===== config.mk =====
export PLATFORM = sky130hd
export DESIGN_NAME = scci_device_flat
export DESIGN_NICKNAME = d
export VERILOG_FILES = /design/src/hw/scci_pkg.sv /design/src/hw/scci_link_if.sv /design/src/hw/scci_device.sv /design/src/hw/scci_uart.sv /design/src/flat_wrapper.sv
export SDC_FILE = /design/constraint.sdc
export NUM_CORES = 1
export LEC_CHECK = 0
export BUFFER_PORTS_ARGS = -buffer_cell sky130_fd_sc_hd__buf_2
export CORE_MARGIN = 2
export CORE_UTILIZATION = 56
export CTS_CLUSTER_SIZE = 24
export DETAILED_ROUTE_END_ITERATION = 7
export PLACE_DENSITY = 0.86
export SLEW_MARGIN = 20
export SYNTH_ARGS = -nofsm -noshare
export SYNTH_HDL_FRONTEND = slang
export SYNTH_SLANG_ARGS = --single-unit

===== constraint.sdc =====
create_clock -name aclk -period 2.45 [get_ports aclk]
set_input_delay 0.3675 -clock aclk [delete_from_list [all_inputs] [get_ports aclk]]
set_output_delay 0.3675 -clock aclk [all_outputs]
set_load 0.01 [all_outputs]

===== src/hw/scci_pkg.sv =====
// Constants, encodings and the register map shared by both link ends.
// Assumes one 200 MHz clock and a synchronous active-low reset everywhere.
//
// What this block does
// [RQ1] Program pin low makes serial characters commands.
// [RQ2] Setup mode disables the radio link.
// [RQ3] Setup mode echoes every character.
// [RQ4] Only recognised command lines change anything.
// [RQ5] Node command digit 0-7 sets node address.
// [RQ6] Slot command digit 0-4 selects radio channel.
// [RQ7] Exchange data only with matching node and slot.
// [RQ8] Current node and slot live in volatile flops.
// [RQ9] Power-up loads nonvolatile defaults, shipped as zero.
// [RQ10] Save command writes node and slot to storage.
// [RQ11] Finished storage write answers with a tilde.
// [RQ12] Diagnostic commands select carrier, 8 kHz, 16 kHz, off.
// [RQ13] Carriage return terminates and executes each command.
// [RQ14] Program pin high resumes transparent data operation.
// [RQ15] Frames are start, eight data, stop, 9600 baud.
// [RQ16] Back-to-back characters need no pause.
// [RQ17] Status output is no stop-sending flow control.
// [RQ18] Host drains received data before sending more.
// [RQ19] Status rises on the first accepted radio reception into an empty buffer.
// [RQ20] Device active only while enable is low.
// [RQ21] Status high exactly while receive buffer holds data.
// [RQ22] Accepted host data discards held received data.
// [RQ23] Line buffer clears after every carriage return.
package scci_pkg;
	localparam int CLK_HZ           = 200_000_000;
	localparam int BAUD_RATE        = 9600;
	localparam int BIT_CYCLES       = CLK_HZ / BAUD_RATE;
	localparam int LOW_TONE_HZ      = 8000;
	localparam int HIGH_TONE_HZ     = 16000;
	localparam int LOW_HALF_CYCLES  = CLK_HZ / (2 * LOW_TONE_HZ);
	localparam int HIGH_HALF_CYCLES = CLK_HZ / (2 * HIGH_TONE_HZ);
	localparam int BAUD_CNT_W       = 15;
	localparam int TONE_CNT_W       = 14;

	localparam int NODE_W = 3;
	localparam int SLOT_W = 3;
	localparam int RX_AW  = 5;
	localparam int RX_DEPTH = 32;

	localparam logic [7:0] CH_CR        = 8'h0D;
	localparam logic [7:0] CH_TILDE     = 8'h7E;
	localparam logic [7:0] CH_HASH      = 8'h23;
	localparam logic [7:0] CH_ZERO      = 8'h30;
	localparam logic [7:0] CH_NODE_MAX  = 8'h37;
	localparam logic [7:0] CH_SLOT_MAX  = 8'h34;
	localparam logic [31:0] NODE_PREFIX = 32'h41444452;
	localparam logic [31:0] SLOT_PREFIX = 32'h4348414E;
	localparam logic [79:0] SAVE_TEXT   = 80'h53455450524F4752414D;
	localparam logic [47:0] CARRIER_TEXT = 48'h4E4F544F4E45;
	localparam logic [47:0] LOW_TEXT     = 48'h4C46544F4E45;
	localparam logic [47:0] HIGH_TEXT    = 48'h4846544F4E45;

	localparam logic [3:0] LEN_NODE  = 4'h5;
	localparam logic [3:0] LEN_TONE  = 4'h6;
	localparam logic [3:0] LEN_SAVE  = 4'hA;
	localparam logic [3:0] LEN_HASH  = 4'h1;
	localparam logic [3:0] LEN_SAT   = 4'hB;

	localparam int AXI_AW = 4;
	localparam logic [AXI_AW-1:0] REG_CTRL   = 4'h0;
	localparam logic [AXI_AW-1:0] REG_TXDATA = 4'h4;
	localparam logic [AXI_AW-1:0] REG_RXDATA = 4'h8;
	localparam logic [AXI_AW-1:0] REG_STATUS = 4'hC;
	localparam int CTRL_PROG_BIT   = 0;
	localparam int CTRL_EN_BIT     = 1;
	localparam int RXDATA_VALID_BIT = 8;
	localparam logic [1:0] CTRL_RST = 2'h0;
	localparam logic [1:0] RESP_OKAY   = 2'h0;
	localparam logic [1:0] RESP_SLVERR = 2'h2;

	typedef enum logic [1:0] {
		TONE_OFF,
		TONE_CARRIER,
		TONE_LOW,
		TONE_HIGH
	} scci_tone_t;
endpackage : scci_pkg


===== src/hw/scci_link_if.sv =====
// Pin-level link between the host controller and the modem device.
// Assumes both ends are instantiated by the bench on one shared clock.
`timescale 1ns/10ps
interface scci_link_if;
	logic host_txd;
	logic dev_rxd;
	logic setup_n;
	logic enable_n;
	logic status;

	modport device (
		input  host_txd,
		input  setup_n,
		input  enable_n,
		output dev_rxd,
		output status
	);
	modport host (
		output host_txd,
		output setup_n,
		output enable_n,
		input  dev_rxd,
		input  status
	);
endinterface : scci_link_if


===== src/hw/scci_device.sv =====
// Modem end: serial command interpreter, receive buffer and tone keyer.
// Assumes a radio core on the user side and an external nonvolatile store.
//
// Chosen here: the AXI4-Lite register port and the placing of the registers.
`timescale 1ns/10ps
module scci_device
	import scci_pkg::*;
#(
	parameter int BIT_CYC   = BIT_CYCLES,
	parameter int LOW_HALF  = LOW_HALF_CYCLES,
	parameter int HIGH_HALF = HIGH_HALF_CYCLES
) (
	input  wire logic              aclk,
	input  wire logic              aresetn,
	scci_link_if.device            link,
	output logic [NODE_W-1:0]      node_id,
	output logic [SLOT_W-1:0]      radio_slot,
	output logic                   radio_tx_valid,
	output logic [7:0]             radio_tx_data,
	input  wire logic              radio_tx_ready,
	input  wire logic              radio_rx_valid,
	input  wire logic [7:0]        radio_rx_data,
	input  wire logic [NODE_W-1:0] radio_rx_node,
	input  wire logic [SLOT_W-1:0] radio_rx_slot,
	input  wire logic [NODE_W-1:0] nv_dflt_node,
	input  wire logic [SLOT_W-1:0] nv_dflt_slot,
	output logic                   nv_wr_req,
	output logic [NODE_W-1:0]      nv_wr_node,
	output logic [SLOT_W-1:0]      nv_wr_slot,
	input  wire logic              nv_wr_done,
	output logic                   tx_key,
	output logic                   tx_mod,
	output logic                   cfg_mode
);
	logic [1:0]            pin_s1_reg;
	logic [1:0]            pin_s2_reg;
	logic [1:0]            pin_s3_reg;
	logic [1:0]            pin_q_reg;
	logic                  active;
	logic                  rx_valid;
	logic [7:0]            rx_data;
	logic                  tx_busy;
	logic                  tx_start_reg;
	logic [7:0]            tx_byte_reg;
	logic                  echo_pend_reg;
	logic [7:0]            echo_byte_reg;
	logic                  tilde_pend_reg;
	logic                  nv_busy_reg;
	logic [79:0]           line_reg;
	logic [3:0]            len_reg;
	logic                  hold_valid_reg;
	logic [RX_AW:0]        wr_ptr_reg;
	logic [RX_AW:0]        rd_ptr_reg;
	logic [7:0]            rx_mem [RX_DEPTH];
	logic                  status_reg;
	scci_tone_t            tone_reg;
	logic [TONE_CNT_W-1:0] tone_cnt_reg;
	logic                  tone_sq_reg;

	// Setup is bit 0, enable bit 1; both idle high.
	always_ff @(posedge aclk) begin
		if (!aresetn) begin
			pin_s1_reg <= 2'h3;
			pin_s2_reg <= 2'h3;
			pin_s3_reg <= 2'h3;
			pin_q_reg  <= 2'h3;
		end else begin
			pin_s1_reg <= {link.enable_n, link.setup_n};
			pin_s2_reg <= pin_s1_reg;
			pin_s3_reg <= pin_s2_reg;
			pin_q_reg  <= (pin_s2_reg & ~(pin_s2_reg ^ pin_s3_reg))
				| (pin_q_reg & (pin_s2_reg ^ pin_s3_reg));
		end
	end

	assign active   = ~pin_q_reg[1]; // RQ20
	assign cfg_mode = active & ~pin_q_reg[0]; // RQ1 RQ14

	scci_uart #(
		.BIT_CYC(BIT_CYC)
	) u_uart (
		.aclk    (aclk),
		.aresetn (aresetn),
		.rx_pin  (link.host_txd),
		.rx_valid(rx_valid),
		.rx_data (rx_data),
		.tx_start(tx_start_reg),
		.tx_data (tx_byte_reg),
		.tx_busy (tx_busy),
		.tx_pin  (link.dev_rxd)
	);

	wire host_cmd  = rx_valid & cfg_mode;
	wire host_data = rx_valid & active & ~cfg_mode;
	wire line_end  = host_cmd & (rx_data == CH_CR); // RQ13

	wire [7:0] digit    = line_reg[7:0] - CH_ZERO;
	wire       is_digit = line_reg[7:0] >= CH_ZERO;
	wire cmd_node = (len_reg == LEN_NODE) && (line_reg[39:8] == NODE_PREFIX)
		&& is_digit && (line_reg[7:0] <= CH_NODE_MAX); // RQ5
	wire cmd_slot = (len_reg == LEN_NODE) && (line_reg[39:8] == SLOT_PREFIX)
		&& is_digit && (line_reg[7:0] <= CH_SLOT_MAX); // RQ6
	wire cmd_save = (len_reg == LEN_SAVE) && (line_reg == SAVE_TEXT);
	wire tone_len = (len_reg == LEN_TONE);
	wire cmd_carrier = tone_len && (line_reg[47:0] == CARRIER_TEXT);
	wire cmd_low     = tone_len && (line_reg[47:0] == LOW_TEXT);
	wire cmd_high    = tone_len && (line_reg[47:0] == HIGH_TEXT);
	wire cmd_off = (len_reg == LEN_HASH) && (line_reg[7:0] == CH_HASH);

	wire rx_empty = (wr_ptr_reg == rd_ptr_reg);
	wire rx_full  = (wr_ptr_reg[RX_AW] != rd_ptr_reg[RX_AW])
		&& (wr_ptr_reg[RX_AW-1:0] == rd_ptr_reg[RX_AW-1:0]);
	wire rx_flush = ~active | cfg_mode | host_data; // RQ2 RQ22
	wire peer_ok  = (radio_rx_node == node_id)
		&& (radio_rx_slot == radio_slot); // RQ7
	wire rx_accept = radio_rx_valid & peer_ok & ~rx_full & ~rx_flush;

	wire tx_idle    = ~tx_busy & ~tx_start_reg;
	wire send_echo  = tx_idle & echo_pend_reg;
	wire send_tilde = tx_idle & ~echo_pend_reg & tilde_pend_reg;
	wire send_rx    = tx_idle & ~echo_pend_reg & ~tilde_pend_reg
		& ~rx_empty & ~rx_flush;

	assign radio_tx_valid = hold_valid_reg & active & ~cfg_mode; // RQ2
	assign nv_wr_node     = node_id;
	assign nv_wr_slot     = radio_slot;
	assign link.status    = status_reg;

	// The length saturates so an overlong line never aliases a command.
	always_ff @(posedge aclk) begin
		nv_wr_req <= 1'b0;
		if (!aresetn) begin
			line_reg    <= '0;
			len_reg     <= 4'h0;
			node_id     <= nv_dflt_node; // RQ9
			radio_slot  <= nv_dflt_slot; // RQ9
			nv_busy_reg <= 1'b0;
			tone_reg    <= TONE_OFF;
		end else begin
			if (line_end) begin
				line_reg <= '0; // RQ23
				len_reg  <= 4'h0;
				if (cmd_node) begin
					node_id <= digit[NODE_W-1:0]; // RQ8
				end
				if (cmd_slot) begin
					radio_slot <= digit[SLOT_W-1:0]; // RQ8
				end
				if (cmd_save && !nv_busy_reg) begin
					nv_wr_req   <= 1'b1; // RQ10
					nv_busy_reg <= 1'b1;
				end
				if (cmd_carrier) begin
					tone_reg <= TONE_CARRIER; // RQ12
				end
				if (cmd_low) begin
					tone_reg <= TONE_LOW; // RQ12
				end
				if (cmd_high) begin
					tone_reg <= TONE_HIGH; // RQ12
				end
				if (cmd_off) begin
					tone_reg <= TONE_OFF; // RQ12
				end
			end else if (host_cmd) begin
				line_reg <= {line_reg[71:0], rx_data}; // RQ4
				if (len_reg != LEN_SAT) begin
					len_reg <= len_reg + 4'h1;
				end
			end
			if (nv_wr_done && nv_busy_reg) begin
				nv_busy_reg <= 1'b0;
			end
			// Tones are setup-only.
			if (!cfg_mode) begin
				tone_reg <= TONE_OFF;
			end
		end
	end

	// Serial output arbitration: echo first, then the tilde, then data.
	always_ff @(posedge aclk) begin
		tx_start_reg <= 1'b0;
		if (!aresetn) begin
			tx_byte_reg    <= 8'h00;
			echo_pend_reg  <= 1'b0;
			echo_byte_reg  <= 8'h00;
			tilde_pend_reg <= 1'b0;
		end else begin
			if (host_cmd) begin
				echo_pend_reg <= 1'b1; // RQ3
				echo_byte_reg <= rx_data;
			end else if (send_echo) begin
				echo_pend_reg <= 1'b0;
			end
			if (nv_wr_done && nv_busy_reg) begin
				tilde_pend_reg <= 1'b1; // RQ11
			end else if (send_tilde) begin
				tilde_pend_reg <= 1'b0;
			end
			if (send_echo) begin
				tx_start_reg <= 1'b1; // RQ3
				tx_byte_reg  <= echo_byte_reg;
			end else if (send_tilde) begin
				tx_start_reg <= 1'b1; // RQ11
				tx_byte_reg  <= CH_TILDE;
			end else if (send_rx) begin
				tx_start_reg <= 1'b1;
				tx_byte_reg  <= rx_mem[rd_ptr_reg[RX_AW-1:0]];
			end
		end
	end

	// One-byte hold; the radio core must drain it within a character.
	always_ff @(posedge aclk) begin
		if (!aresetn) begin
			hold_valid_reg <= 1'b0;
			radio_tx_data  <= 8'h00;
		end else if (host_data) begin
			hold_valid_reg <= 1'b1;
			radio_tx_data  <= rx_data;
		end else if (radio_tx_valid && radio_tx_ready) begin
			hold_valid_reg <= 1'b0;
		end
	end

	always_ff @(posedge aclk) begin
		if (rx_accept) begin
			rx_mem[wr_ptr_reg[RX_AW-1:0]] <= radio_rx_data;
		end
	end

	// Status is only a data-waiting flag, never a stop-sending signal.
	always_ff @(posedge aclk) begin
		if (!aresetn) begin
			wr_ptr_reg <= '0;
			rd_ptr_reg <= '0;
			status_reg <= 1'b0;
		end else begin
			status_reg <= ~rx_empty; // RQ17 RQ19 RQ21
			if (rx_flush) begin
				rd_ptr_reg <= wr_ptr_reg; // RQ22
			end else begin
				if (rx_accept) begin
					wr_ptr_reg <= wr_ptr_reg + 1'b1;
				end
				if (send_rx) begin
					rd_ptr_reg <= rd_ptr_reg + 1'b1;
				end
			end
		end
	end

	wire [TONE_CNT_W-1:0] half_cnt = (tone_reg == TONE_LOW)
		? TONE_CNT_W'(LOW_HALF - 1) : TONE_CNT_W'(HIGH_HALF - 1);

	always_ff @(posedge aclk) begin
		if (!aresetn || tone_reg == TONE_OFF) begin
			tone_cnt_reg <= '0;
			tone_sq_reg  <= 1'b0;
		end else if (tone_cnt_reg >= half_cnt) begin
			tone_cnt_reg <= '0;
			tone_sq_reg  <= ~tone_sq_reg; // RQ12
		end else begin
			tone_cnt_reg <= tone_cnt_reg + 1'b1;
		end
	end

	assign tx_key = (tone_reg != TONE_OFF); // RQ12
	assign tx_mod = (tone_reg == TONE_LOW || tone_reg == TONE_HIGH)
		& tone_sq_reg;
endmodule : scci_device


===== src/hw/scci_uart.sv =====
// Serial character engine: one start, eight data, one stop bit.
// Assumes the rx pin is asynchronous; it is filtered through three flops.
`timescale 1ns/10ps
module scci_uart
	import scci_pkg::*;
#(
	parameter int BIT_CYC = BIT_CYCLES
) (
	input  wire logic       aclk,
	input  wire logic       aresetn,
	input  wire logic       rx_pin,
	output logic            rx_valid,
	output logic [7:0]      rx_data,
	input  wire logic       tx_start,
	input  wire logic [7:0] tx_data,
	output logic            tx_busy,
	output logic            tx_pin
);
	localparam logic [BAUD_CNT_W-1:0] FULL = BAUD_CNT_W'(BIT_CYC - 1);
	localparam logic [BAUD_CNT_W-1:0] HALF = BAUD_CNT_W'(BIT_CYC / 2);

	logic [2:0]            sync_reg;
	logic                  line_reg;
	logic                  rx_busy_reg;
	logic [BAUD_CNT_W-1:0] rx_cnt_reg;
	logic [3:0]            rx_bit_reg;
	logic [7:0]            rx_shift_reg;
	logic [BAUD_CNT_W-1:0] tx_cnt_reg;
	logic [3:0]            tx_left_reg;
	logic [8:0]            tx_frame_reg;

	// Stop is checked mid-bit, so back-to-back frames are caught. RQ16
	always_ff @(posedge aclk) begin
		rx_valid <= 1'b0;
		if (!aresetn) begin
			sync_reg     <= 3'h7;
			line_reg     <= 1'b1;
			rx_busy_reg  <= 1'b0;
			rx_cnt_reg   <= '0;
			rx_bit_reg   <= 4'h0;
			rx_shift_reg <= 8'h00;
			rx_data      <= 8'h00;
		end else begin
			sync_reg <= {sync_reg[1:0], rx_pin};
			if (sync_reg[1] == sync_reg[2]) begin
				line_reg <= sync_reg[2];
			end
			if (!rx_busy_reg) begin
				if (!line_reg) begin
					rx_busy_reg <= 1'b1;
					rx_cnt_reg  <= HALF;
					rx_bit_reg  <= 4'h0;
				end
			end else if (rx_cnt_reg != '0) begin
				rx_cnt_reg <= rx_cnt_reg - 1'b1;
			end else begin
				rx_cnt_reg <= FULL;
				rx_bit_reg <= rx_bit_reg + 4'h1;
				if (rx_bit_reg == 4'h0 && line_reg) begin
					rx_busy_reg <= 1'b0;
				end else if (rx_bit_reg == 4'h9) begin
					rx_busy_reg <= 1'b0;
					rx_valid    <= line_reg; // RQ15
					rx_data     <= rx_shift_reg;
				end else if (rx_bit_reg != 4'h0) begin
					rx_shift_reg <= {line_reg, rx_shift_reg[7:1]};
				end
			end
		end
	end

	always_ff @(posedge aclk) begin
		if (!aresetn) begin
			tx_busy      <= 1'b0;
			tx_pin       <= 1'b1;
			tx_cnt_reg   <= '0;
			tx_left_reg  <= 4'h0;
			tx_frame_reg <= 9'h1FF;
		end else if (!tx_busy) begin
			if (tx_start) begin
				tx_busy      <= 1'b1;
				tx_pin       <= 1'b0;
				tx_cnt_reg   <= FULL;
				tx_left_reg  <= 4'h9;
				tx_frame_reg <= {1'b1, tx_data};
			end
		end else if (tx_cnt_reg != '0) begin
			tx_cnt_reg <= tx_cnt_reg - 1'b1;
		end else if (tx_left_reg == 4'h0) begin
			tx_busy <= 1'b0;
		end else begin
			tx_pin       <= tx_frame_reg[0];
			tx_frame_reg <= {1'b1, tx_frame_reg[8:1]};
			tx_left_reg  <= tx_left_reg - 4'h1;
			tx_cnt_reg   <= FULL;
		end
	end
endmodule : scci_uart


===== src/flat_wrapper.sv =====
// flat-port wrapper written by rule: the top's interface ports become plain ports
module scci_device_flat import scci_pkg::*;
#(
	parameter int BIT_CYC   = BIT_CYCLES,
	parameter int LOW_HALF  = LOW_HALF_CYCLES,
	parameter int HIGH_HALF = HIGH_HALF_CYCLES
)
  (aclk, aresetn, node_id, radio_slot, radio_tx_valid, radio_tx_data, radio_tx_ready, radio_rx_valid, radio_rx_data, radio_rx_node, radio_rx_slot, nv_dflt_node, nv_dflt_slot, nv_wr_req, nv_wr_node, nv_wr_slot, nv_wr_done, tx_key, tx_mod, cfg_mode, link_host_txd, link_setup_n, link_enable_n, link_dev_rxd, link_status);
  scci_link_if link_i ();
  input  wire logic aclk;
  input  wire logic aresetn;
  output logic [NODE_W-1:0] node_id;
  output logic [SLOT_W-1:0] radio_slot;
  output logic radio_tx_valid;
  output logic [7:0] radio_tx_data;
  input  wire logic radio_tx_ready;
  input  wire logic radio_rx_valid;
  input  wire logic [7:0] radio_rx_data;
  input  wire logic [NODE_W-1:0] radio_rx_node;
  input  wire logic [SLOT_W-1:0] radio_rx_slot;
  input  wire logic [NODE_W-1:0] nv_dflt_node;
  input  wire logic [SLOT_W-1:0] nv_dflt_slot;
  output logic nv_wr_req;
  output logic [NODE_W-1:0] nv_wr_node;
  output logic [SLOT_W-1:0] nv_wr_slot;
  input  wire logic nv_wr_done;
  output logic tx_key;
  output logic tx_mod;
  output logic cfg_mode;
  input wire logic [$bits(link_i.host_txd)-1:0] link_host_txd;
  input wire logic [$bits(link_i.setup_n)-1:0] link_setup_n;
  input wire logic [$bits(link_i.enable_n)-1:0] link_enable_n;
  output wire logic [$bits(link_i.dev_rxd)-1:0] link_dev_rxd;
  output wire logic [$bits(link_i.status)-1:0] link_status;
  assign link_i.host_txd = link_host_txd;
  assign link_i.setup_n = link_setup_n;
  assign link_i.enable_n = link_enable_n;
  assign link_dev_rxd = link_i.dev_rxd;
  assign link_status = link_i.status;
  scci_device #(.BIT_CYC(BIT_CYC), .LOW_HALF(LOW_HALF), .HIGH_HALF(HIGH_HALF)) u_core (.aclk(aclk), .aresetn(aresetn), .link(link_i), .node_id(node_id), .radio_slot(radio_slot), .radio_tx_valid(radio_tx_valid), .radio_tx_data(radio_tx_data), .radio_tx_ready(radio_tx_ready), .radio_rx_valid(radio_rx_valid), .radio_rx_data(radio_rx_data), .radio_rx_node(radio_rx_node), .radio_rx_slot(radio_rx_slot), .nv_dflt_node(nv_dflt_node), .nv_dflt_slot(nv_dflt_slot), .nv_wr_req(nv_wr_req), .nv_wr_node(nv_wr_node), .nv_wr_slot(nv_wr_slot), .nv_wr_done(nv_wr_done), .tx_key(tx_key), .tx_mod(tx_mod), .cfg_mode(cfg_mode));
endmodule

# Word-level counts from Yosys, hierarchy flattened
# Memories as Yosys holds them, arrays and structs flattened. A register that Yosys moved wholly into a read port is not among the register bits.
# Cells that the tools add are included.
# classes
n_lt_le_gt_ge	4
bitwise_logic	41
n_eq_ne	30
reduce_logical	52
n_mux	61
add_sub_neg	9
# ops
op	count
$eq 48x47->1 const B	3
$mux 15	7
$eq 80x79->1 const B	1
$eq 32x31->1 const B	2
$mux 9	4
$reduce_bool 15->1	2
$sub 15x1->15 const B	2
$mux 4	7
$mux 1	25
$mux 8	3
$reduce_and 2->1	10
$and 1x1->1	18
$mux 3	6
$logic_and 1x1->1	17
$le 8x6->1 const B	2
$not 1->1	16
$add 14x1->14 const B	1
$ge 14x14->1	1
$mux 14	1
$add 6x1->6 const B	2
$mux 6	2
$reduce_bool 2->1	6
$mux 5	2
$add 4x1->4 const B	2
other kinds (35)	55
# totals
n_memories	1
out_inout_bits	27
word_cells	234
in_bits	28
ramBits	256
reg_bits	229
# mem_list
name	depth	width	rd	rd_ports_with_merged_regs	write_ports	line_no	text
u_core.rx_mem	32	8	1	1	1	scci_device.sv:54	logic [7:0] rx_mem [RX_DEPTH];

# Logic depth before layout (Yosys ltp)
# Gate-level depths: netlist of run 1.
# depth
word_depth	11
mapped_depth	12
mapped_depth_nobuf	9

# Cells and area by module
# From an unflattened synthesis of run 1, not the netlist that was laid out.
# hier_totals
cells_unflattened	1649
hier_area_um2	20088.0
# modules_own_cells
module	cells_per_inst	seq_area_each_um2	area_per_inst_um2	n_inst
scci_device	1246	11010.6	16533.4	1
scci_uart	403	1401.3	3554.7	1

# Worst setup path before layout of run 1
# No wires, ideal clock.
# synth_timing
path_type	register -> register
from	reg u_core.u_uart.rx_cnt_reg[4]
to	reg u_core.u_uart.rx_data[7]
setup_slack_ns	-0.087
t_arrival_ns	2.410
setup_time_ns	0.128
period_less_slack_ns	2.537
stages_incl_launch_ff	7
cell_sequence	dfxtp_1 -> or4_4 -> or4_4 -> or2_4 -> nor4_4 -> mux2i_1 -> nor2_1
# synth_via
elab_chain_len	3
# synth_rtl
item	line_no	text
start: declaration	scci_uart.sv:25	logic [BAUD_CNT_W-1:0] rx_cnt_reg;
start signal: assignment	scci_uart.sv:55	rx_cnt_reg <= rx_cnt_reg - 1'b1;
$reduce_bool 15->1	scci_uart.sv:54	end else if (rx_cnt_reg != '0) begin
$not 1->1 (no line)	--	
$reduce_and 4->1 (no line)	--	
end signal: assignment	scci_uart.sv:64	rx_data <= rx_shift_reg;
end: declaration	scci_uart.sv:13	output logic [7:0] rx_data,
# Every way passes these cells.
# A chain may end at the register's enable or synchronous reset.

# Final worst setup path of run 1
# layout_timing
from	reg u_core.u_uart.rx_cnt_reg[6]
to	reg u_core.u_uart.rx_data[5]
# The elaborated chain is that of the path after synthesis.

==> Flow_metrics.wiki, run 1 <==
{| class="wikitable"
! Metric !! Value
|-
| EDFF count, synth || 262
|-
| Number of vias per cell after detailed routing || 6.06
|-
| Number of vias in the routed layout || 13,800
|-
| Most used standard cell by instance count after synthesis || nand2_1
|-
| Tightest Pin Transition || 0.800 ns
|-
| Top cells by area in the synthesized netlist || edfxtp_1 (40%), dfxtp_1 (23%), mux4_2 (6.8%)
|-
| Gate count after technology mapping || 1,661
|-
| CP required || 2.89 ns
|-
| Worst rel slew slack || 0.467
|-
| Sequential cell area fraction in the yosys report || 0.625
|-
| Wire length of the first global-routing pass || 71,000 um
|-
| Number of detailed-route iterations in the first pass || 5
|-
| Clock Pin Slew Worst Setup and Hold Paths || 0.06 ns
|-
| Flip-flop cell with the highest count after synthesis || edfxtp_1
|-
| Period utilization || 0.985
|-
| Number of maximum-capacitance violations || 0
|-
| Status || finished clean
|-
| Total power of the final layout || 16.3 mW
|-
| Clock Skew || 0.0142 ns
|-
| CP most frequent cell || or4_4
|-
| Number of max-slew violations in the final report || 0
|-
| Setup Crit Path Kind || flip-flop to flip-flop
|-
| Largest register FFs || 256
|-
| # IOs || 55
|-
| Number of design-rule violations left by the first detailed-router iteration || 1,625
|-
| Clock tree from TritonCTS || done
|-
| Cell count after placement || 2,177
|-
| Count of standard-cell rows || 68
|-
| Avg Cell Area, Syn || 11.9 um2
|-
| Type of element capturing the critical path || flip-flop
|-
| Crit start category || flip-flop
|-
| Number of distinct library cells after synthesis || 74
|-
| Min-Delay Path Class || primary input to flip-flop
|-
| Yosys warning count || 0
|-
| Average routed wire per standard cell || 19.9 um
|-
| Fmax || 415 MHz
|-
| Number of global-route vias before repair || 13,600
|-
| Synthesized flop and latch total || 489
|-
| Sum of net half-perimeters after detailed placement || 28,700 um
|-
| Cell types with the highest counts after synthesis || nand2_1 (265), edfxtp_1 (262), dfxtp_1 (227), a21oi_1 (142), nor2_1 (132)
|-
| Die ar. || 0.0370 mm2
|-
| Count of endpoints failing setup in the final report || 0
|-
| CP max-delay cell || or4_4
|-
| Largest stage delay on the critical path || 0.50 ns
|-
| Residual DRC || 0
|-
| Worst-path cell chain || or4_4, or4_4, or2_4, nor4_4, buf_6, mux2i_4, nor2_1
|-
| Layout net count || 1,829
|-
| Sequential cell area || 0.0124 mm2
|-
| Proportion of synthesized flip-flops having asynchronous set or reset || 0
|-
| Maximum ir drop on the vdd rail || 0.766 mV
|-
| Internal Pwr Total || 13.1 mW
|-
| Count of buffers from port buffering || 54
|-
| Sw Ratio || 0.196
|-
| Power per cell area || 712 mW/mm2
|-
| Clock sink count || 489
|-
| Total routing resource utilization after global routing || 0.246
|-
| Synth-to-layout area growth || 15.2%
|-
| Syn Nets || 1,709
|-
| Total routed wirelength || 45,300 um
|-
| Area share of the largest cell type after synthesis || 0.396
|-
| Number of buffers created by CTS || 47
|-
| Chip height || 192 um
|-
| Area of combinational cells with multiple inputs || 0.00703 mm2
|-
| Max FO, Critical Path || 8
|-
| Synthesized area || 0.0198 mm2
|-
| Clk buf depth || 3
|-
| Worst endpoint data arrival time || 2.85 ns
|-
| Power share of the clock group || 0.453
|-
| Power share of the sequential group || 0.531
|-
| Maximum level of the CTS H-tree || 2
|-
| Final critical path time including I/O delays and setup || 2.41 ns
|-
| Pin count of the biggest net entering global routing || 82
|-
| Die width || 192 um
|-
| Yosys top cell by area || edfxtp_1
|-
| Clock insertion delay at the later pin of the skew report || 0.56 ns
|-
| Final count of hold timing violations || 0
|-
| Part of the total power dissipated in combinational logic || 0.016
|-
| Final weighted congestion in routability-driven placement || 0.909
|-
| Initial Utilization || 0.572
|-
| Sw Pwr || 3.19 mW
|-
| Final Instance Count excl. Fillers || 2,274
|-
| Post-route antenna net violation count || 0
|-
| Area inside the core boundary || 0.0347 mm2
|-
| Proportion of layout cells with a drive suffix above 1 || 0.186
|-
| Filler cell count || 2,378
|-
| Total congestion overflow after global routing || 0
|-
| Master cell of the clock root buffer || clkbuf_16
|-
| Standby leakage power || 7.70 nW
|-
| Number of antenna violations at the first check in global routing || 0
|}
power by group through the flow:
stage,Sequential (mW),Combinational (mW),Clock [mW]
detailed placement,8.82,0.245,0
finish,8.65,0.253,7.38
floorplan,8.83,0.107,0
global placement,8.82,0.235,0
global route,8.64,0.276,7.77
CTS,8.65,0.251,7.44
placed cells by master (no fill, tap or decap), types with 20 or more instances in the layout:
cell type  synthesis  routed
a21oi_1          142     142
nand3_1           40      40
nor3_1            23      21
clkbuf_16          0      47
nand4_1           21      21
dfxtp_1          227     223
nor2_1           132     128
edfxtp_1         262     262
o21ai_0           45      45
buf_4              6      98
buf_2              4      55
inv_1             32      31
ha_1              20      20
mux4_2            60      60
nand2_1          265     263
mux2i_1           32      30
xnor2_1           27      27
final timing paths:
check / slack [ns] / cells past startpoint / from / end
setup / recovery: 0.04 / 7 / u_core.u_uart.rx_cnt_reg[6]$_SDFFE_PN0P_ / u_core.u_uart.rx_data[5]$_SDFFE_PN0P_
hold reg to reg: 0.42 / 1 / u_core.pin_s1_reg[0]$_SDFF_PN1_ / u_core.pin_s2_reg[0]$_SDFF_PN1_
hold / removal: 0.004 / 2 / link_host_txd / u_core.u_uart.sync_reg[0]$_SDFF_PN1_
setup reg to reg: 0.04 / 7 / u_core.u_uart.rx_cnt_reg[6]$_SDFFE_PN0P_ / u_core.u_uart.rx_data[5]$_SDFFE_PN0P_
repair_timing:
action / CTS / global route
pin swaps: 5 / 3
cloned: 0 / 1
hold buffers: 2 / 0
buffers inserted: 5 / 2
hold endpoints to repair: 2 / 0
setup endpoints to repair: 5 / 135
resized for setup: 2 / 18
per-stage QoR:
stage                     setup slack, ns  utilization  hold WS (ns)  cell area (um2)  setup TNS [ns]
after floorplan                   -0.0354            -         0.386            19900          -0.283
after global placement             0.0640        0.609         0.407            21100               0
after detailed placement          -0.0269        0.609         0.394            21100         -0.0269
after CTS                         0.00309        0.656       0.00233            22800               0
after global routing              -0.0400        0.658       0.00384            22900          -0.219
final                              0.0376        0.659       0.00366            22900               0
layout make-up:
class,count,share of cell area
multi-input cells,1049,0.307
flip-flops and latches,489,0.543
repair buffers,162,0.0505
clock inverters,21,0.0112
well taps,455,0.0249
diodes,1,0.000109
inverters,32,0.00525
clock buffers,65,0.0575
logic make-up (layout without fill, tap and decap cells):
group / Yosys count / in the layout / synth area share
AOI/OAI and AO/OA: 284 / 284 / 0.0860
adders and majority gates: 20 / 20 / 0.0126
buffers and inverters: 123 / 280 / 0.0250
xor gates and xnor gates: 43 / 43 / 0.0190
muxes: 99 / 99 / 0.0882
other: 0 / 1 / 0
DFF: 489 / 489 / 0.625
and+or+nand+nor: 603 / 603 / 0.144
critical path: cells and delay by family (launching register included):
family | cells | cell delay [ns]
simple gates | 5 | 1.47
flops | 1 | 0.35
mux | 1 | 0.26
buf+inv | 1 | 0.21
routing by layer:
| metal | up-vias | GRT usage | wire length [um] |
|---|---|---|---|
| met1 | 6712 | 0.312 | 18000 |
| met3 | 116 | 0.0456 | 3360 |
| li1 | 6326 | - | - |
| met2 | 625 | 0.424 | 22500 |
| met5 | - | 0 | 0 |
| met4 | 0 | 0.0881 | 1440 |
(Power assumes the default switching activity.)
==> run 2: changes to the inputs <==
--- a/config.mk
+++ b/config.mk
@@ -12,4 +12,5 @@
 export DETAILED_ROUTE_END_ITERATION = 7
 export PLACE_DENSITY = 0.86
+export SETUP_SLACK_MARGIN = 0.05
 export SLEW_MARGIN = 20
 export SYNTH_ARGS = -nofsm -noshare
==> constraint.sdc (replaced) <==
create_clock -name aclk -period 2.45 [get_ports aclk]
set_input_delay 0.1225 -clock aclk [delete_from_list [all_inputs] [get_ports aclk]]
set_output_delay 0.1225 -clock aclk [all_outputs]
set_load 0.01 [all_outputs]
==> run 2 against run 1 <==
  * Sequential power is essentially flat
  * Sequential share of layout area grew 0.079 points
  * Hold slack gained 0.12 ns
  * Utilization shrank 0.076 points
  * Critical path depth is the same
  * Via count grew 0.83%
  * Highest routed layer unchanged
  * Die area is the same
  * Register-to-register slack gained 0.03 ns
==> Flow_metrics.wiki, run 2 (same netlist as run 1, synthesis figures left out) <==
{| class="wikitable"
! Metric !! Value
|-
| Post-route antenna net violation count || 0
|-
| Crit path setup slack, layout || 0.0679 ns
|-
| Largest register FFs || 256
|-
| Number of vias per cell after detailed routing || 6.11
|-
| Hold Path End || u_core.rx_mem[28][7]$_DFFE_PP_
|-
| Unrepaired setup endpoints after global routing || yes
|-
| Core utilization of the finished layout || 0.658
|-
| Final critical path time including I/O delays and setup || 2.38 ns
|-
| Most frequent cells in the layout || nand2_1 (263), edfxtp_1 (262), dfxtp_1 (222)
|-
| Worst rel slew slack || 0.482
|-
| Area of combinational cells with multiple inputs || 0.00705 mm2
|-
| Fmax || 420 MHz
|-
| Maximum level of the CTS H-tree || 2
|-
| Min-Delay Path Class || primary input to flip-flop
|-
| Number of design-rule violations left by the first detailed-router iteration || 1,458
|-
| Status || finished clean
|-
| Clock insertion delay at the later pin of the skew report || 0.56 ns
|-
| Clock sink count || 489
|-
| Die width || 192 um
|-
| Number of buffers created by CTS || 46
|-
| Reg2reg setup slack || 0.07 ns
|-
| Number of vias in the routed layout || 13,900
|-
| Tightest Pin Transition || 0.757 ns
|-
| Crit start category || flip-flop
|-
| Initial Utilization || 0.572
|-
| WP buf/inv || 1
|-
| Clock Pin Slew Worst Setup and Hold Paths || 0.06 ns
|-
| Placement-stage worst setup slack || -0.110 ns
|-
| Top delay family on crit path || simple AND/OR/NAND/NOR gates
|-
| Number of detailed-route iterations in the first pass || 6
|-
| Final sum of negative setup slack || 0 ns
|-
| Max FO, Critical Path || 8
|-
| Number of antenna violations at the first check in global routing || 0
|-
| Residual DRC || 0
|-
| Hold_sp || radio_rx_data[7]
|-
| Critical R2R Capture || u_core.u_uart.rx_data[1]$_SDFFE_PN0P_
|-
| Count of buffers from port buffering || 54
|-
| Total routing resource utilization after global routing || 0.251
|-
| Startpoint of the worst register-to-register path || u_core.u_uart.rx_cnt_reg[12]$_SDFFE_PN0P_
|-
| Die ar. || 0.0370 mm2
|-
| Period utilization || 0.972
|-
| Layout net count || 1,831
|-
| Total congestion overflow after global routing || 0
|-
| Type of element capturing the critical path || flip-flop
|-
| Power per cell area || 692 mW/mm2
|-
| Wire length of the first global-routing pass || 72,400 um
|-
| Proportion of layout cells with a drive suffix above 1 || 0.186
|-
| Most common library cell in the layout ignoring fill and taps || nand2_1
|-
| Sequential cell area || 0.0124 mm2
|-
| Clk buf depth || 3
|-
| Clock Skew || 0.0241 ns
|-
| Average routed wire per standard cell || 20.5 um
|-
| Clock tree from TritonCTS || done
|-
| Count of standard-cell rows || 68
|-
| Total power of the final layout || 15.8 mW
|-
| Tightest hold margin || 0.124 ns
|-
| Area inside the core boundary || 0.0347 mm2
|-
| Largest stage delay on the critical path || 0.52 ns
|-
| Worst endpoint data arrival time || 2.81 ns
|-
| Number of max-slew violations in the final report || 0
|-
| Filler cell count || 2,389
|-
| Instance count along the most critical hold path || 1
|-
| CP required || 2.88 ns
|-
| Worst-path cell chain || or4_1, or4_4, or2_4, nor4_4, buf_6, mux2i_1, nor2_1
|-
| Count of cells along the worst register-to-register path || 7
|-
| Synth-to-layout area growth || 15.0%
|-
| Maximum ir drop on the vdd rail || 0.766 mV
|-
| # IOs || 55
|-
| Count of endpoints failing setup in the final report || 0
|-
| Chip height || 192 um
|-
| Setup Crit Path Kind || flip-flop to flip-flop
|-
| Total routed wirelength || 46,500 um
|-
| Pin count of the biggest net entering global routing || 85
|-
| Final count of hold timing violations || 0
|-
| Number of global-route vias before repair || 13,600
|-
| Sum of net half-perimeters after detailed placement || 29,100 um
|-
| Number of antenna diodes || 0
|-
| Final weighted congestion in routability-driven placement || 0.896
|-
| Master cell of the clock root buffer || clkbuf_16
|-
| Number of maximum-capacitance violations || 0
|-
| CP max-delay cell || or4_1
|-
| Standby leakage power || 7.69 nW
|}
## run 2: worst max-delay path by stage
stage	start	end	slack (ns)	depth (start not counted)
floorplan	u_core.u_uart.rx_cnt_reg[12]$_SDFFE_PN0P_	u_core.u_uart.rx_data[7]$_SDFFE_PN0P_	-0.04	6
global placement	u_core.nv_wr_slot[1]$_DFFE_PP_	u_core.rx_mem[18][4]$_DFFE_PP_	-0.04	8
detailed placement	u_core.node_id[1]$_DFFE_PP_	u_core.rx_mem[0][7]$_DFFE_PP_	-0.11	8
CTS	u_core.u_uart.rx_cnt_reg[4]$_SDFFE_PN0P_	u_core.u_uart.rx_data[1]$_SDFFE_PN0P_	0.04	7
global route	u_core.u_uart.rx_cnt_reg[12]$_SDFFE_PN0P_	u_core.u_uart.rx_data[1]$_SDFFE_PN0P_	-0.03	7
finish	u_core.u_uart.rx_cnt_reg[12]$_SDFFE_PN0P_	u_core.u_uart.rx_data[1]$_SDFFE_PN0P_	0.07	7
## run 2: metrics by stage
stage | instances | instance area [um2]
after floorplan | 1661 | 19900
after global placement | 2171 | 21100
after detailed placement | 2171 | 21100
after CTS | 2272 | 22700
after global routing | 2275 | 22800
final | 2275 | 22800
## run 2: power by group
group          switching [mW]  internal, mW
logic                   0.191        0.0836
clock network            3.02          3.86
registers              0.0128          8.63
total                    3.22          12.6
## run 2: layout make-up
type	count	area share
multi-input combinational	1049	0.309
clock inverter	24	0.00614
inverter	32	0.00526
sequential	489	0.544
clock buffer	61	0.0573
tap	455	0.0249
timing repair buffer	165	0.0536
## run 2: layer usage
layer | global-route usage | vias to the layer above | routed length [um]
met3 | 0.0462 | 118 | 3460
met1 | 0.318 | 6843 | 18300
met5 | 0 | - | 0
met4 | 0.0893 | 0 | 1440
li1 | - | 6331 | -
met2 | 0.434 | 602 | 23300
## run 2: repair_timing
action                                 in CTS  in global routing
setup buffers                               4                  2
hold buffers                               12                  0
pin swaps                                   6                  5
cloned                                      0                  1
setup endpoints to repair                 264                288
endpoints found under the hold margin      15                  0
gates resized for setup                     4                 29
==> run 3: changes to the inputs <==
Settings changed: RECOVER_POWER from default to 50, SYNTH_HIERARCHICAL from default to 1.
==> run 3 against run 2 <==
  * The run now ends with max-capacitance violations, max-slew violations left
  * Die area rose by 1.2%
  * Cell count decreased by 0.62%
  * Non-clock buffer count down 9
  * Clock skew grew 0.0038 ns
==> Flow_metrics.wiki, run 3 <==
{| class="wikitable"
! Metric !! Value
|-
| Clock Skew || 0.0279 ns
|-
| Count of endpoints failing setup in the final report || 0
|-
| Most frequent cells in the layout || edfxtp_1 (262), nand2_1 (230), dfxtp_1 (222)
|-
| Average routed wire per standard cell || 22.4 um
|-
| EDFF count, synth || 262
|-
| Yosys warning count || 6
|-
| Maximum level of the CTS H-tree || 2
|-
| Standby leakage power || 7.61 nW
|-
| Synthesized flop and latch total || 489
|-
| Count of buffers from port buffering || 54
|-
| Violated checks || max-capacitance violations, max-slew violations
|-
| Number of antenna violations at the first check in global routing || 0
|-
| Unrepaired setup endpoints after global routing || yes
|-
| Synthesized area || 0.0201 mm2
|-
| Total congestion overflow after global routing || 0
|-
| Syn Nets || 1,697
|-
| Crit start category || flip-flop
|-
| M1 wire length || 18,800 um
|-
| Number of detailed-route iterations in the first pass || 8
|-
| Top routing layer used || met4
|-
| Gate count after technology mapping || 1,649
|-
| Sum of net half-perimeters after detailed placement || 30,100 um
|-
| Number of max-slew violations in the final report || 198
|-
| Most used standard cell by instance count after synthesis || edfxtp_1
|-
| Clock Pin Slew Worst Setup and Hold Paths || 0.07 ns
|-
| Crit path setup slack, layout || 0.00694 ns
|-
| Proportion of layout cells with a drive suffix above 1 || 0.167
|-
| Number of vias per cell after detailed routing || 6.37
|-
| Clock insertion delay at the later pin of the skew report || 0.57 ns
|-
| Initial Utilization || 0.566
|-
| Residual DRC || 0
|-
| Number of maximum-capacitance violations || 7
|-
| Flip-flop cell with the highest count after synthesis || edfxtp_1
|-
| CP most frequent cell || buf_6
|-
| Top cells by area in the synthesized netlist || edfxtp_1 (39%), dfxtp_1 (23%), mux4_2 (7.3%)
|-
| Final critical path time including I/O delays and setup || 2.44 ns
|-
| Number of distinct library cells after synthesis || 76
|-
| Max FO, Critical Path || 8
|-
| Worst endpoint data arrival time || 2.70 ns
|-
| Most common library cell in the layout ignoring fill and taps || edfxtp_1
|-
| Master cell of the clock root buffer || clkbuf_16
|-
| Type of element capturing the critical path || flip-flop
|-
| Cell types with the highest counts after synthesis || edfxtp_1 (262), nand2_1 (234), dfxtp_1 (227), a21oi_1 (138), nor2_1 (106)
|-
| Cell count after placement || 2,160
|-
| CP max-delay cell || dfxtp_1
|-
| Count of standard-cell rows || 69
|-
| Area share of the largest cell type after synthesis || 0.392
|-
| Largest register FFs || 256
|-
| Number of buffers created by CTS || 46
|-
| Tightest Pin Transition || 1.70 ns
|-
| Total routed wirelength || 50,700 um
|-
| Fmax || 409 MHz
|-
| Area inside the core boundary || 0.0355 mm2
|-
| Core utilization of the finished layout || 0.647
|-
| Post-route cell area || 0.0230 mm2
|-
| Sequential cell area fraction in the yosys report || 0.618
|-
| # IOs || 55
|-
| Sequential cell area || 0.0124 mm2
|-
| Synth-to-layout area growth || 14.3%
|-
| Largest stage delay on the critical path || 0.46 ns
|-
| Tightest hold margin || 0.335 ns
|-
| Clock sink count || 489
|-
| Total met2 wirelength after detailed routing || 25,400 um
|-
| Filler cell count || 2,429
|-
| Setup Crit Path Kind || flip-flop to flip-flop
|-
| Clock tree from TritonCTS || done
|-
| Clk buf depth || 3
|-
| Min-Delay Path Class || primary input to flip-flop
|-
| Number of vias in the routed layout || 14,400
|-
| Yosys top cell by area || edfxtp_1
|-
| Final weighted congestion in routability-driven placement || 0.945
|-
| Maximum ir drop on the vdd rail || 0.696 mV
|-
| Die ar. || 0.0374 mm2
|-
| Chip height || 193 um
|-
| Total length of routed met3 wires || 4340 um
|-
| Status || complete, but fails checks
|-
| Proportion of synthesized flip-flops having asynchronous set or reset || 0
|-
| Final sum of negative setup slack || 0 ns
|-
| Number of antenna diodes || 0
|-
| Worst rel slew slack || -0.136
|-
| Total power of the final layout || 16.2 mW
|-
| Period utilization || 0.997
|-
| Avg Cell Area, Syn || 12.2 um2
|-
| Die width || 193 um
|-
| Post-route antenna net violation count || 0
|-
| Pin count of the biggest net entering global routing || 64
|-
| Total cell area at the placement stage || 0.0213 mm2
|-
| Worst-path cell chain || xor2_1, nor3_4, a2111oi_4, buf_6, nand2_2, nor2_2, buf_6
|-
| Wire length of the first global-routing pass || 78,700 um
|-
| Placement-stage worst setup slack || -0.103 ns
|-
| Layout net count || 1,810
|-
| Power per cell area || 704 mW/mm2
|-
| Final count of hold timing violations || 0
|-
| Area of combinational cells with multiple inputs || 0.00725 mm2
|-
| Final Instance Count excl. Fillers || 2,261
|-
| Number of global-route vias before repair || 14,300
|-
| CP required || 2.71 ns
|-
| Total routing resource utilization after global routing || 0.265
|-
| Number of design-rule violations left by the first detailed-router iteration || 1,336
|}
[run 3: changes by cell type in the layout (fill, tap and decap cells not counted), sizes merged, moves of 9 or more]
cell	change
nor2	-27
clkbuf	+39
o22ai	+20
o221ai	-9
nand2	-28
xnor2	-14
buf	-53
[run 3: layer usage]
metal  vias up  GRT usage
met5         -          0
met4         0      0.113
met3       190     0.0499
met2       850      0.451
met1      7020      0.332
li1       6339          -
[run 3: final timing paths]
kind	endpoint	slack, ns	depth (start not counted)	from
worst max-delay path	u_core/rx_mem[29][0]$_DFFE_PP_	0.007	7	u_core/rd_ptr_reg[2]$_SDFFE_PN0N_
worst min-delay path	u_core/pin_s1_reg[1]$_SDFF_PN1_	0.33	3	link_enable_n
worst max register to register	u_core/rx_mem[29][0]$_DFFE_PP_	0.007	7	u_core/rd_ptr_reg[2]$_SDFFE_PN0N_
worst min register to register	u_core/pin_s2_reg[0]$_SDFF_PN1_	0.41	1	u_core/pin_s1_reg[0]$_SDFF_PN1_
[run 3: power by group]
| group | switching [mW] | internal [mW] |
|---|---|---|
| clock | 3.07 | 4.16 |
| combinational | 0.210 | 0.0780 |
| sequential | 0.0164 | 8.64 |
[run 3: area by class of cell]
class	count	area share
Clock buffer	57	0.0542
Clock inverter	29	0.0125
Inverter	35	0.00572
Multi-Input combinational cell	1034	0.316
Sequential cell	489	0.541
Tap cell	461	0.0251
Timing Repair Buffer	156	0.0458
[run 3: kinds of logic after synthesis]
kind of cell,count (synthesis),share of synthesized area
AO/OA/AOI/OAI,296,0.0903
buffers and inverters,126,0.0263
multiplexers,106,0.0939
flip-flops,489,0.618
XOR/XNOR,37,0.0161
AND/OR/NAND/NOR,575,0.143
adder cells (fa/ha/maj),20,0.0125
[run 3: repair_timing]
action | in CTS | in global routing
resized for setup | 6 | 21
setup buffers | 1 | 1
hold buffers | 12 | 1
endpoints found under the setup margin | 265 | 264
pin swaps | 2 | 2
endpoints found under the hold margin | 15 | 1
[run 3: critical path: cells and delay by family, from the launching register on]
family | cells | cell delay [ns]
xor gates and xnor gates | 1 | 0.39
AOI/OAI and AO/OA | 1 | 0.36
DFF | 1 | 0.46
and+or+nand+nor | 3 | 0.55
buffers and inverters | 2 | 0.38
